[config.mk]
export PLATFORM = sky130hd
export DESIGN_NAME = fes_core
export DESIGN_NICKNAME = d
export VERILOG_FILES = /design/src/hdl/fes_core.v
export VERILOG_INCLUDE_DIRS = /design/src /design/src/hdl
export SDC_FILE = /design/constraint.sdc
export NUM_CORES = 1
export LEC_CHECK = 0
export ABC_AREA = 1
export BUFFER_PORTS_ARGS = -buffer_cell sky130_fd_sc_hd__buf_2
export CAP_MARGIN = 20
export CORE_MARGIN = 5
export CORE_UTILIZATION = 69
export CTS_BUF_LIST = sky130_fd_sc_hd__clkbuf_8
export DETAILED_ROUTE_END_ITERATION = 6
export GPL_ROUTABILITY_DRIVEN = 0
export PLACE_DENSITY = 0.95
export RECOVER_POWER = 100
export SETUP_SLACK_MARGIN = 0.4
export SLEW_MARGIN = 10
export SYNTH_ARGS = -nofsm -noshare
export SYNTH_HDL_FRONTEND = slang
export SYNTH_SLANG_ARGS = --single-unit
[constraint.sdc]
create_clock -name clk_i -period 5.1 [get_ports clk_i]
set_input_delay 0.765 -clock clk_i [delete_from_list [all_inputs] [get_ports clk_i]]
set_output_delay 0.765 -clock clk_i [all_outputs]
set_load 0.05 [all_outputs]
[src/hdl/fes_regs.vh]
`ifndef FES_REGS_VH
`define FES_REGS_VH

// ****************************************
// Clock and timing figures
// ****************************************
`define FES_CLK_PERIOD_NS 4
`define FES_SMALL_ERASE_US 60000
`define FES_MID_ERASE_US 200000
`define FES_LARGE_ERASE_US 350000
`define FES_WHOLE_ERASE_US 2000000
`define FES_PROGRAM_US 600
`define FES_SUSPEND_LATENCY_US 2
`define FES_PD_ENTRY_US 3
`define FES_RELEASE_US 3
`define FES_RESUME_MAX_NS 200

// ****************************************
// Opcodes
// ****************************************
`define FES_OP_WRITE_ENABLE_CMD 8'h06
`define FES_OP_RDSR1 8'h05
`define FES_OP_RDSR2 8'h35
`define FES_OP_ERASE_4K 8'h20
`define FES_OP_ERASE_32K 8'h52
`define FES_OP_ERASE_64K 8'hd8
`define FES_OP_CHIP_A 8'hc7
`define FES_OP_CHIP_B 8'h60
`define FES_OP_PROG 8'h02
`define FES_OP_QPROG 8'h33
`define FES_OP_SUSPEND 8'h75
`define FES_OP_RESUME 8'h7a
`define FES_OP_PD 8'hb9
`define FES_OP_RELEASE 8'hab

// ****************************************
// Operation kinds and frame lengths
// ****************************************
`define FES_KIND_4K 3'h0
`define FES_KIND_32K 3'h1
`define FES_KIND_64K 3'h2
`define FES_KIND_CHIP 3'h3
`define FES_KIND_PROG 3'h4
`define FES_LEN_OP 3'h1
`define FES_LEN_ADDR 3'h4
`define FES_LEN_DATA 3'h5
`define FES_BIT_LAST 3'h7
`define FES_BIT_FIRST 3'h0

// ****************************************
// Address masks and status layout
// ****************************************
`define FES_MASK_4K 24'hfff000
`define FES_MASK_32K 24'hff8000
`define FES_MASK_64K 24'hff0000
`define FES_SR1_PAD 6'h00
`define FES_SR2_PAD 7'h00

`endif

[src/hdl/fes_core.v]
`timescale 1ns/10ps
`default_nettype none
`include "fes_regs.vh"

// Notes on behaviour
// - Opcode 20h plus address erases 4 kB
// - Opcode 52h plus address erases 32 kB
// - Opcode D8h plus address erases 64 kB
// - C7h or 60h erases whole array
// - Erase runs only if select ends aligned
// - Select rise starts self-timed erase
// - Busy high during erase, status readable
// - Busy rising clears the write latch
// - Suspend ignored during whole-array erase
// - Erase suspended blocks erases, status writes
// - Program suspended blocks programs and erases
// - Suspend only when flag 0, busy 1
// - Suspend sets flag, busy drops within latency
// - Resume only when flag 1, busy 0
// - Resume clears flag, busy within 200 ns
// - Power loss clears suspend, abandons operation
// - Power-down only on exact opcode boundary
// - Power-down answers only the release opcode
// - Power-up always lands in standby
// - Release opcode wakes after release delay
// - Write enable command sets write latch
module fes_core #(
  parameter [31:0] SMALL_ERASE_CYC = `FES_SMALL_ERASE_US * (1000 / `FES_CLK_PERIOD_NS),
  parameter [31:0] MID_ERASE_CYC = `FES_MID_ERASE_US * (1000 / `FES_CLK_PERIOD_NS),
  parameter [31:0] LARGE_ERASE_CYC = `FES_LARGE_ERASE_US * (1000 / `FES_CLK_PERIOD_NS),
  parameter [31:0] WHOLE_ERASE_CYC = `FES_WHOLE_ERASE_US * (1000 / `FES_CLK_PERIOD_NS),
  parameter [31:0] PROGRAM_CYC = `FES_PROGRAM_US * (1000 / `FES_CLK_PERIOD_NS)
) (
  // Clock and reset
  input wire clk_i,
  input wire srst_i,
  // Serial link pins
  input wire cs_n_i,
  input wire sck_i,
  input wire mosi_i,
  output wire miso_o,
  output wire miso_oe_o,
  // Array operation request
  output reg op_start_o,
  output reg [2:0] op_kind_o,
  output reg [23:0] op_addr_o,
  output reg op_done_o,
  // Status
  output wire busy_o,
  output wire write_latch_flag_o,
  output wire suspend_flag_o,
  output wire powerdown_o
);

  // ****************************************
  // Timing counts
  // ****************************************
  localparam [31:0] SUS_CYC = `FES_SUSPEND_LATENCY_US * (1000 / `FES_CLK_PERIOD_NS);
  localparam [31:0] PD_CYC = `FES_PD_ENTRY_US * (1000 / `FES_CLK_PERIOD_NS);
  localparam [31:0] REL_CYC = `FES_RELEASE_US * (1000 / `FES_CLK_PERIOD_NS);

  // ****************************************
  // States
  // ****************************************
  localparam [6:0] ST_IDLE = 7'h01;
  localparam [6:0] ST_RUN = 7'h02;
  localparam [6:0] ST_SUSPENDING = 7'h04;
  localparam [6:0] ST_SUSP = 7'h08;
  localparam [6:0] ST_PD_ENTER = 7'h10;
  localparam [6:0] ST_PD = 7'h20;
  localparam [6:0] ST_RELEASE = 7'h40;

  // ****************************************
  // Pin synchronisers
  // ****************************************
  // The link clock is only sampled; at 64 ns it spans sixteen core cycles.
  reg cs_q1, cs_q2, cs_q3;
  reg sck_q1, sck_q2, sck_q3;
  reg mosi_q1, mosi_q2;

  always @(posedge clk_i) begin
    if (srst_i) begin
      cs_q1 <= 1'b1;
      cs_q2 <= 1'b1;
      cs_q3 <= 1'b1;
      sck_q1 <= 1'b0;
      sck_q2 <= 1'b0;
      sck_q3 <= 1'b0;
      mosi_q1 <= 1'b0;
      mosi_q2 <= 1'b0;
    end else begin
      cs_q1 <= cs_n_i;
      cs_q2 <= cs_q1;
      cs_q3 <= cs_q2;
      sck_q1 <= sck_i;
      sck_q2 <= sck_q1;
      sck_q3 <= sck_q2;
      mosi_q1 <= mosi_i;
      mosi_q2 <= mosi_q1;
    end
  end

  wire active = ~cs_q2;
  wire sck_rise = active & sck_q2 & ~sck_q3;
  wire sck_fall = active & ~sck_q2 & sck_q3;
  wire cs_rise = cs_q2 & ~cs_q3;

  // ****************************************
  // Frame shifter
  // ****************************************
  reg [7:0] shift_q;
  reg [2:0] bitcnt_q;
  reg [2:0] nbytes_q;
  reg [7:0] op_q;
  reg [23:0] addr_q;
  wire [7:0] byte_in = {shift_q[6:0], mosi_q2};
  wire byte_done = sck_rise & (bitcnt_q == `FES_BIT_LAST);

  always @(posedge clk_i) begin
    if (srst_i || !active) begin
      shift_q <= 8'h00;
      bitcnt_q <= `FES_BIT_FIRST;
      nbytes_q <= 3'h0;
      if (srst_i) begin
        op_q <= 8'h00;
        addr_q <= 24'h000000;
      end
    end else if (sck_rise) begin
      shift_q <= byte_in;
      bitcnt_q <= bitcnt_q + 3'h1;
      if (byte_done) begin
        if (nbytes_q == 3'h0)
          op_q <= byte_in;
        else if (nbytes_q < `FES_LEN_ADDR)
          addr_q <= {addr_q[15:0], byte_in};
        if (nbytes_q != `FES_LEN_DATA)
          nbytes_q <= nbytes_q + 3'h1;
      end
    end
  end

  // Frame must end with select rising right on a byte boundary
  wire aligned = cs_rise & (bitcnt_q == `FES_BIT_FIRST);
  wire f_op = aligned & (nbytes_q == `FES_LEN_OP);
  wire f_addr = aligned & (nbytes_q == `FES_LEN_ADDR);
  wire f_data = aligned & (nbytes_q == `FES_LEN_DATA);

  // ****************************************
  // Sequencer
  // ****************************************
  reg [6:0] state_q, state_d;
  reg [31:0] timer_q, timer_d;
  reg [31:0] wait_q, wait_d;
  reg [2:0] kind_q, kind_d;
  reg wel_q, wel_d;
  reg sus_q, sus_d;
  reg start_d;
  reg [23:0] start_addr_d;

  wire is_erase_blk = (op_q == `FES_OP_ERASE_4K) | (op_q == `FES_OP_ERASE_32K) |
                      (op_q == `FES_OP_ERASE_64K);
  wire is_chip = (op_q == `FES_OP_CHIP_A) | (op_q == `FES_OP_CHIP_B);
  wire is_prog = (op_q == `FES_OP_PROG) | (op_q == `FES_OP_QPROG);

  always @* begin
    state_d = state_q;
    timer_d = timer_q;
    wait_d = wait_q;
    kind_d = kind_q;
    wel_d = wel_q;
    sus_d = sus_q;
    start_d = 1'b0;
    start_addr_d = 24'h000000;
    case (state_q)
      ST_IDLE: begin
        if (f_op && op_q == `FES_OP_WRITE_ENABLE_CMD) begin
          wel_d = 1'b1;
        end else if (f_op && op_q == `FES_OP_PD) begin
          state_d = ST_PD_ENTER;
          wait_d = PD_CYC;
        end else if (wel_q && f_addr && is_erase_blk) begin
          // Erase needs the write latch; busy rising drops it
          state_d = ST_RUN;
          wel_d = 1'b0;
          start_d = 1'b1;
          if (op_q == `FES_OP_ERASE_4K) begin
            kind_d = `FES_KIND_4K;
            timer_d = SMALL_ERASE_CYC;
            start_addr_d = addr_q & `FES_MASK_4K;
          end else if (op_q == `FES_OP_ERASE_32K) begin
            kind_d = `FES_KIND_32K;
            timer_d = MID_ERASE_CYC;
            start_addr_d = addr_q & `FES_MASK_32K;
          end else begin
            kind_d = `FES_KIND_64K;
            timer_d = LARGE_ERASE_CYC;
            start_addr_d = addr_q & `FES_MASK_64K;
          end
        end else if (wel_q && f_op && is_chip) begin
          state_d = ST_RUN;
          wel_d = 1'b0;
          start_d = 1'b1;
          kind_d = `FES_KIND_CHIP;
          timer_d = WHOLE_ERASE_CYC;
        end else if (wel_q && f_data && is_prog) begin
          state_d = ST_RUN;
          wel_d = 1'b0;
          start_d = 1'b1;
          kind_d = `FES_KIND_PROG;
          timer_d = PROGRAM_CYC;
          start_addr_d = addr_q;
        end
      end
      ST_RUN: begin
        // Only status reads and suspend are heard while busy
        if (f_op && op_q == `FES_OP_SUSPEND && !sus_q && kind_q != `FES_KIND_CHIP) begin
          state_d = ST_SUSPENDING;
          sus_d = 1'b1;
          wait_d = SUS_CYC;
        end else if (timer_q <= 32'h1) begin
          state_d = ST_IDLE;
          timer_d = 32'h0;
        end else begin
          timer_d = timer_q - 32'h1;
        end
      end
      ST_SUSPENDING: begin
        // Remaining time is frozen so resume picks up where it left off
        if (wait_q <= 32'h1) begin
          state_d = ST_SUSP;
        end else begin
          wait_d = wait_q - 32'h1;
        end
      end
      ST_SUSP: begin
        // Erase, program and status-write opcodes fall through unheard
        if (f_op && op_q == `FES_OP_WRITE_ENABLE_CMD) begin
          wel_d = 1'b1;
        end else if (f_op && op_q == `FES_OP_RESUME && sus_q) begin
          state_d = ST_RUN;
          sus_d = 1'b0;
          wel_d = 1'b0;
        end
      end
      ST_PD_ENTER: begin
        if (wait_q <= 32'h1) begin
          state_d = ST_PD;
        end else begin
          wait_d = wait_q - 32'h1;
        end
      end
      ST_PD: begin
        if (f_op && op_q == `FES_OP_RELEASE) begin
          state_d = ST_RELEASE;
          wait_d = REL_CYC;
        end
      end
      ST_RELEASE: begin
        if (wait_q <= 32'h1) begin
          state_d = ST_IDLE;
        end else begin
          wait_d = wait_q - 32'h1;
        end
      end
      default: begin
        state_d = ST_IDLE;
      end
    endcase
  end

  // Reset stands for power loss: standby, no suspend, nothing pending
  always @(posedge clk_i) begin
    if (srst_i) begin
      state_q <= ST_IDLE;
      timer_q <= 32'h0;
      wait_q <= 32'h0;
      kind_q <= `FES_KIND_4K;
      wel_q <= 1'b0;
      sus_q <= 1'b0;
      op_start_o <= 1'b0;
      op_kind_o <= `FES_KIND_4K;
      op_addr_o <= 24'h000000;
      op_done_o <= 1'b0;
    end else begin
      state_q <= state_d;
      timer_q <= timer_d;
      wait_q <= wait_d;
      kind_q <= kind_d;
      wel_q <= wel_d;
      sus_q <= sus_d;
      op_start_o <= start_d;
      if (start_d) begin
        op_kind_o <= kind_d;
        op_addr_o <= start_addr_d;
      end
      op_done_o <= (state_q == ST_RUN) && (state_d == ST_IDLE);
    end
  end

  // Busy holds through the suspend latency and returns one cycle after resume
  assign busy_o = (state_q == ST_RUN) | (state_q == ST_SUSPENDING);
  assign write_latch_flag_o = wel_q;
  assign suspend_flag_o = sus_q;
  assign powerdown_o = (state_q == ST_PD);

  // ****************************************
  // Status readout
  // ****************************************
  reg [7:0] out_q;
  reg read_q;
  wire can_read = (state_q != ST_PD) & (state_q != ST_RELEASE) & (state_q != ST_PD_ENTER);
  wire [7:0] sr1 = {`FES_SR1_PAD, wel_q, busy_o};
  wire [7:0] sr2 = {sus_q, `FES_SR2_PAD};

  always @(posedge clk_i) begin
    if (srst_i || !active) begin
      out_q <= 8'h00;
      read_q <= 1'b0;
    end else if (byte_done) begin
      // Status repeats every byte while select stays low
      if (nbytes_q == 3'h0) begin
        read_q <= can_read & ((byte_in == `FES_OP_RDSR1) | (byte_in == `FES_OP_RDSR2));
        out_q <= (byte_in == `FES_OP_RDSR2) ? sr2 : sr1;
      end else begin
        out_q <= (op_q == `FES_OP_RDSR2) ? sr2 : sr1;
      end
    end else if (sck_fall && bitcnt_q != `FES_BIT_FIRST) begin
      out_q <= {out_q[6:0], 1'b0};
    end
  end

  assign miso_o = out_q[7];
  assign miso_oe_o = read_q;

endmodule // fes_core

`default_nettype wire

Yosys cells after proc, flatten, opt, wreduce, memory -nomap -nowiden
Index checks and enable logic that the tools add are counted.
{"block": "totals", "reg_bits": 167, "inputBits": 5, "output_inout_bits": 35}
{"block": "op_classes", "add_sub_neg": 4, "n_lt_le_gt_ge": 3, "n_eq_ne": 47, "mux": 79, "bitwise": 23, "n_reduce_logical": 39}
{"op": "$mux 32", "count": 12}
{"op": "$mux 24", "count": 12}
{"op": "$pmux 32 s4", "count": 1}
{"op": "$mux 7", "count": 13}
{"op": "$mux 8", "count": 10}
{"op": "$le 32x1->1 const B", "count": 2}
{"op": "$pmux 32 s2", "count": 1}
{"op": "$sub 32x1->32 const B", "count": 2}
{"op": "$mux 27", "count": 2}
{"op": "$pmux 7 s7", "count": 1}
{"op": "$eq 8x6->1 const B", "count": 4}
{"op": "$eq 8x7->1 const B", "count": 4}
{"op": "$eq 8x8->1 const B", "count": 4}
{"op": "$mux 16", "count": 2}
{"op": "$ne 2x2->1 const B", "count": 10}
{"op": "$mux 3", "count": 6}
{"op": "$eq 8x3->1 const B", "count": 2}
{"op": "$logic_and 1x1->1", "count": 16}
{"op": "$reduce_bool 2->1", "count": 8}
{"op": "$mux 1", "count": 15}
{"op": "$eq 7x1->1 const B", "count": 2}
{"op": "$and 1x1->1", "count": 13}
{"op": "$reduce_and 4->1", "count": 3}
{"op": "$reduce_and 5->1", "count": 2}
{"op": "32 further kinds", "count": 48}

Longest topological paths before layout
{"block": "logic_depth", "ltp_word": 14, "mapped_depth": 15, "depth_no_buf": 14}

Worst setup path after synthesis
No wires, ideal clock.
{"block": "synth_path", "kind": "register -> register", "start": "reg sck_q2", "end": "reg addr_q[0] (enable)", "setup_time_ns": 0.442, "arrival_ns": 2.826, "required_time_ns": 4.658, "path_slack_ns": 1.832, "stages_incl_launch_ff": 5, "path_buffers": 0, "period_less_slack_ns": 3.268, "path_cell_list": "dfxtp_1 > nand2_1 > nor2_1 > nand2_1 > o31ai_1"}
{"block": "synth_via", "elab_chain_cells": 5, "elab_cells_between_ends": 6}
{"item": "start: declaration", "line": "fes_core.v:78", "source": "reg sck_q1, sck_q2, sck_q3;"}
{"item": "start signal: assignment", "line": "fes_core.v:96", "source": "sck_q2 <= sck_q1;"}
{"item": "$and 1x1->1 (*) (2 in a row)", "line": "fes_core.v:104", "source": "wire sck_rise = active & sck_q2 & ~sck_q3;"}
{"item": "$and 1x1->1", "line": "fes_core.v:117", "source": "wire byte_done = sck_rise & (bitcnt_q == `FES_BIT_LAST);"}
{"item": "$reduce_bool 2->1 (no line)"}
{"item": "$reduce_and 5->1 (no line) (*)"}
{"item": "end signal: assignment", "line": "fes_core.v:135", "source": "addr_q <= {addr_q[15:0], byte_in};"}
{"item": "end: declaration", "line": "fes_core.v:115", "source": "reg [23:0] addr_q;"}
Mark *: on every way between the ends. The rest lies on a longest branch, timed or not.
A chain may end at the register's enable or synchronous reset.

Worst setup path after layout
{"block": "layout_path", "start": "reg state_q[5]", "end": "out busy_o"}
{"block": "layout_via", "elab_chain_cells": 2, "elab_cells_between_ends": 3}
{"item": "start: declaration", "line": "fes_core.v:151", "source": "reg [6:0] state_q, state_d;"}
{"item": "start signal: assignment", "line": "fes_core.v:285", "source": "state_q <= state_d;"}
{"item": "$eq 7x2->1 or $eq 7x3->1 (tied branches)", "line": "fes_core.v:301", "source": "assign busy_o = (state_q == ST_RUN) | (state_q == ST_SUSPENDING);"}
{"item": "$or 1x1->1 (*)", "line": "fes_core.v:301"}
{"item": "end: declaration", "line": "fes_core.v:49", "source": "output wire busy_o,"}
Marked as above.

==> metrics.yaml <==
outcome: "finished with violations"
violations: "design-rule violations, max-capacitance violations, max-slew violations"
period_minus_slack_ns: 3.93
slew_headroom_pct: -68.6
avgSynthCellArea_um2: 6.52
maxCapViolations: 1
cellPowerDensity_mw_per_mm2: 232
postRouteAntennaNets: 0
dieHeight_um: 127
cp.depth: 6
whs_ns: 0.418
grt_pass1_wl_um: 39700
synth-seq-area-share_pct: 39.0
p_leak_nw: 4.98
fin_tns_setup_ns: 0
synth_edf_count: 32
firstDrtPassIters: 7
vias_per_cell: 5.68
ff_latch_area_mm2: 0.00366
met2_usage_pct: 48.1
cts_resized: 0
clock_sinks: 167
die_w_um: 127
critPathKind: "reg2out"
track_usage_pct: 29.5
cts_setup_buffers: 0
finalHoldViolations: 0
crit_chain: "nor2_4, nand2_4, nor2_1, inv_2, nand2_1, clkbuf_1"
clock_path_buffers: 2
fin_skew_ns: 0.0166
diodes: 0
crit_end: "busy_o"
finalSetupViolations: 0
r2r-end: "wait_q[4]$_SDFFE_PP0P_"
layout.cells.non_filler: 1657
grt_util_met1_pct: 37.8
syn_area_mm2: 0.00940
cts.htree.levels: 4
cp_num_buf_inv: 2
num_rows: 42
dp_hpwl_um: 16400
grt_max_degree: 56
ff2ff_setup_slack_ns: 1.23
ys_types: 41
vias: 9414
synth_ff_type: "dfxtp_1"
antenna_found_initial: 0
clk_latency_ns: 0.49
ys_warn_count: 0
hold_depth: 1
max_stage_delay_ns: 0.85
rsz0062_at_grt: "no"
drt_iter0_markers: 1154
slew_viol_final: 56
critPathTopFamily: "simple AND/OR/NAND/NOR gates"
dp_cells: 1623
worst_pin_slew_ns: 2.53
cts_buffers: 17
cp-end-kind: "primary output"
clock.fmax_ghz: 0.255
multi_input_area_mm2: 0.00487
crit_required_ns: 4.34
nFillCells: 1029
crit_arrival_ns: 3.16
numPortBuffers: 39
rr_startpoint: "state_q[5]$_SDFF_PP0_"
die_area_mm2: 0.0161
core_mm2: 0.0133
grt_pass1_vias: 8868
root_buffer: "clkbuf_8"
crit_fanout: 22
grt_most_used_layer: "met2"
synth_nets: 1456
hold_buffers: 0
r2r_cells: 11
synthCells: 1441
drc: 8
cts.clk_slew.worst_paths_ns: 0.10
nets: 1483
crit_start: "state_q[5]$_SDFF_PP0_"
initial_core_util_pct: 70.7
met3_usage_pct: 6.77
area_delta_synth_final_pct: 6.09
io_pins: 40
period_share_pct: 77.0
vdd_drop_max_uv: 238
crit_slowest_cell: "nor2_1"
cts_tree: "yes"
cp-start-kind: "flip-flop"
overflow: 0
synth-async-reset-ratio_pct: 0
wire_per_inst_um: 14.2
drive_gt1_share_pct: 6.01
hp-class: "reg2reg"
yosys_register_bits: 167
wl_um: 23500
-- cells in the final DEF (no fill, tap or decap), types with 3 or more instances in the layout --
master / synthesis / layout
xnor2_1: 6 / 6
inv_2: 9 / 9
nor3_1: 10 / 10
o21ai_0: 49 / 57
nor2_4: 8 / 7
inv_1: 158 / 158
nand3b_1: 3 / 3
nand2_2: 9 / 8
nand4_1: 24 / 24
a21oi_1: 72 / 72
dfxtp_1: 135 / 135
nor2_1: 301 / 302
inv_6: 0 / 5
or2_2: 3 / 3
clkbuf_1: 16 / 37
nand2_1: 386 / 387
nand3_1: 120 / 120
clkbuf_8: 0 / 17
inv_8: 0 / 4
edfxtp_1: 32 / 32
nand2_4: 3 / 3
xor2_1: 25 / 25
o21ai_1: 11 / 3
buf_2: 10 / 4
nor2_2: 9 / 9
ha_1: 10 / 10
buf_4: 6 / 4
-- where the power goes --
part | switching, W | internal [W] | total, W | leakage [nW]
Combinational | 0.0000378 | 0.0000112 | 0.0000490 | 3.38
Clock | 0.000550 | 0.000356 | 0.000906 | 0.185
Sequential | 0.00000796 | 0.00135 | 0.00136 | 1.42
Total | 0.000596 | 0.00172 | 0.00232 | 4.98
-- synth_stat cells, types with 11 or more instances --
master / n / area share [%]
nand4_1: 24 / 1.6
edfxtp_1: 32 / 10
dfxtp_1: 135 / 29
o21ai_1: 11 / 0.59
o21ai_0: 49 / 2.6
clkbuf_1: 16 / 0.64
nor2_1: 301 / 12
a21oi_1: 72 / 3.8
inv_1: 158 / 6.3
nand2_1: 386 / 15
xor2_1: 25 / 2.3
nand3_1: 120 / 6.4
-- worst reg2reg max path, stage by stage, from the launching register on --
cell	delay, ns
dfxtp_1	0.38
nor2_4	0.17
nand2_4	0.09
nor2_1	0.85
inv_2	0.43
nand3_1	0.23
nor2_1	0.09
nor2_2	0.09
buf_4	0.27
nand2_1	0.68
nand2_1	0.23
a21oi_1	0.10
-- cell families (layout without fill, tap and decap cells) --
logic type | count (synthesis) | after routing | synth area share, %
adder cells (fa/ha/maj) | 10 | 10 | 1.33
AND/OR/NAND/NOR | 883 | 883 | 39.8
buffers and inverters | 208 | 248 | 9.03
flip-flops | 167 | 167 | 39.0
AO/OA/AOI/OAI | 142 | 142 | 7.94
XOR/XNOR | 31 | 31 | 2.89
-- sequential cells by signal, indices dropped and copies added (netlist names), 7 cells and up --
register	count
timer_q	32
wait_q	32
addr_q	24
op_addr_o	24
op_q	8
out_q	8
shift_q	7
state_q	7
-- per-stage QoR --
stage	power, W	instance area [um^2]	util [%]	setup WS, ns
after floorplan	0.00143	9400	-	1.83
after global placement	0.00144	9650	72.6	2.24
after detailed placement	0.00144	9650	72.6	2.13
after CTS	0.00232	10000	75.4	2.08
after global routing	0.00239	9970	75.0	0.980
final	0.00232	9970	75.0	1.17
-- cell type report --
class / count / area share, %
clock buffer: 17 / 2.35
sequential: 167 / 36.8
timing repair buffer: 46 / 2.05
tap: 176 / 2.21
inverter: 170 / 6.43
multi-input combinational: 1066 / 48.9
clock inverter: 15 / 1.32
-- worst min-delay path by stage --
stage	end	startpoint	slack (ns)
after floorplan	mosi_q2$_SDFF_PP0_	mosi_q1$_SDFF_PP0_	0.39
after global placement	sck_q2$_SDFF_PP0_	sck_q1$_SDFF_PP0_	0.40
after detailed placement	cs_q2$_SDFF_PP1_	cs_q1$_SDFF_PP1_	0.40
after CTS	cs_q2$_SDFF_PP1_	cs_q1$_SDFF_PP1_	0.42
after global routing	cs_q2$_SDFF_PP1_	cs_q1$_SDFF_PP1_	0.44
final	cs_q2$_SDFF_PP1_	cs_q1$_SDFF_PP1_	0.42
-- per-layer routing --
layer | vias to the layer above | wire length, um
met3 | 118 | 2240
met2 | 487 | 11000
met4 | 0 | 792
met5 | - | 0
li1 | 4593 | -
met1 | 4216 | 9410
(Power assumes the default switching activity.)
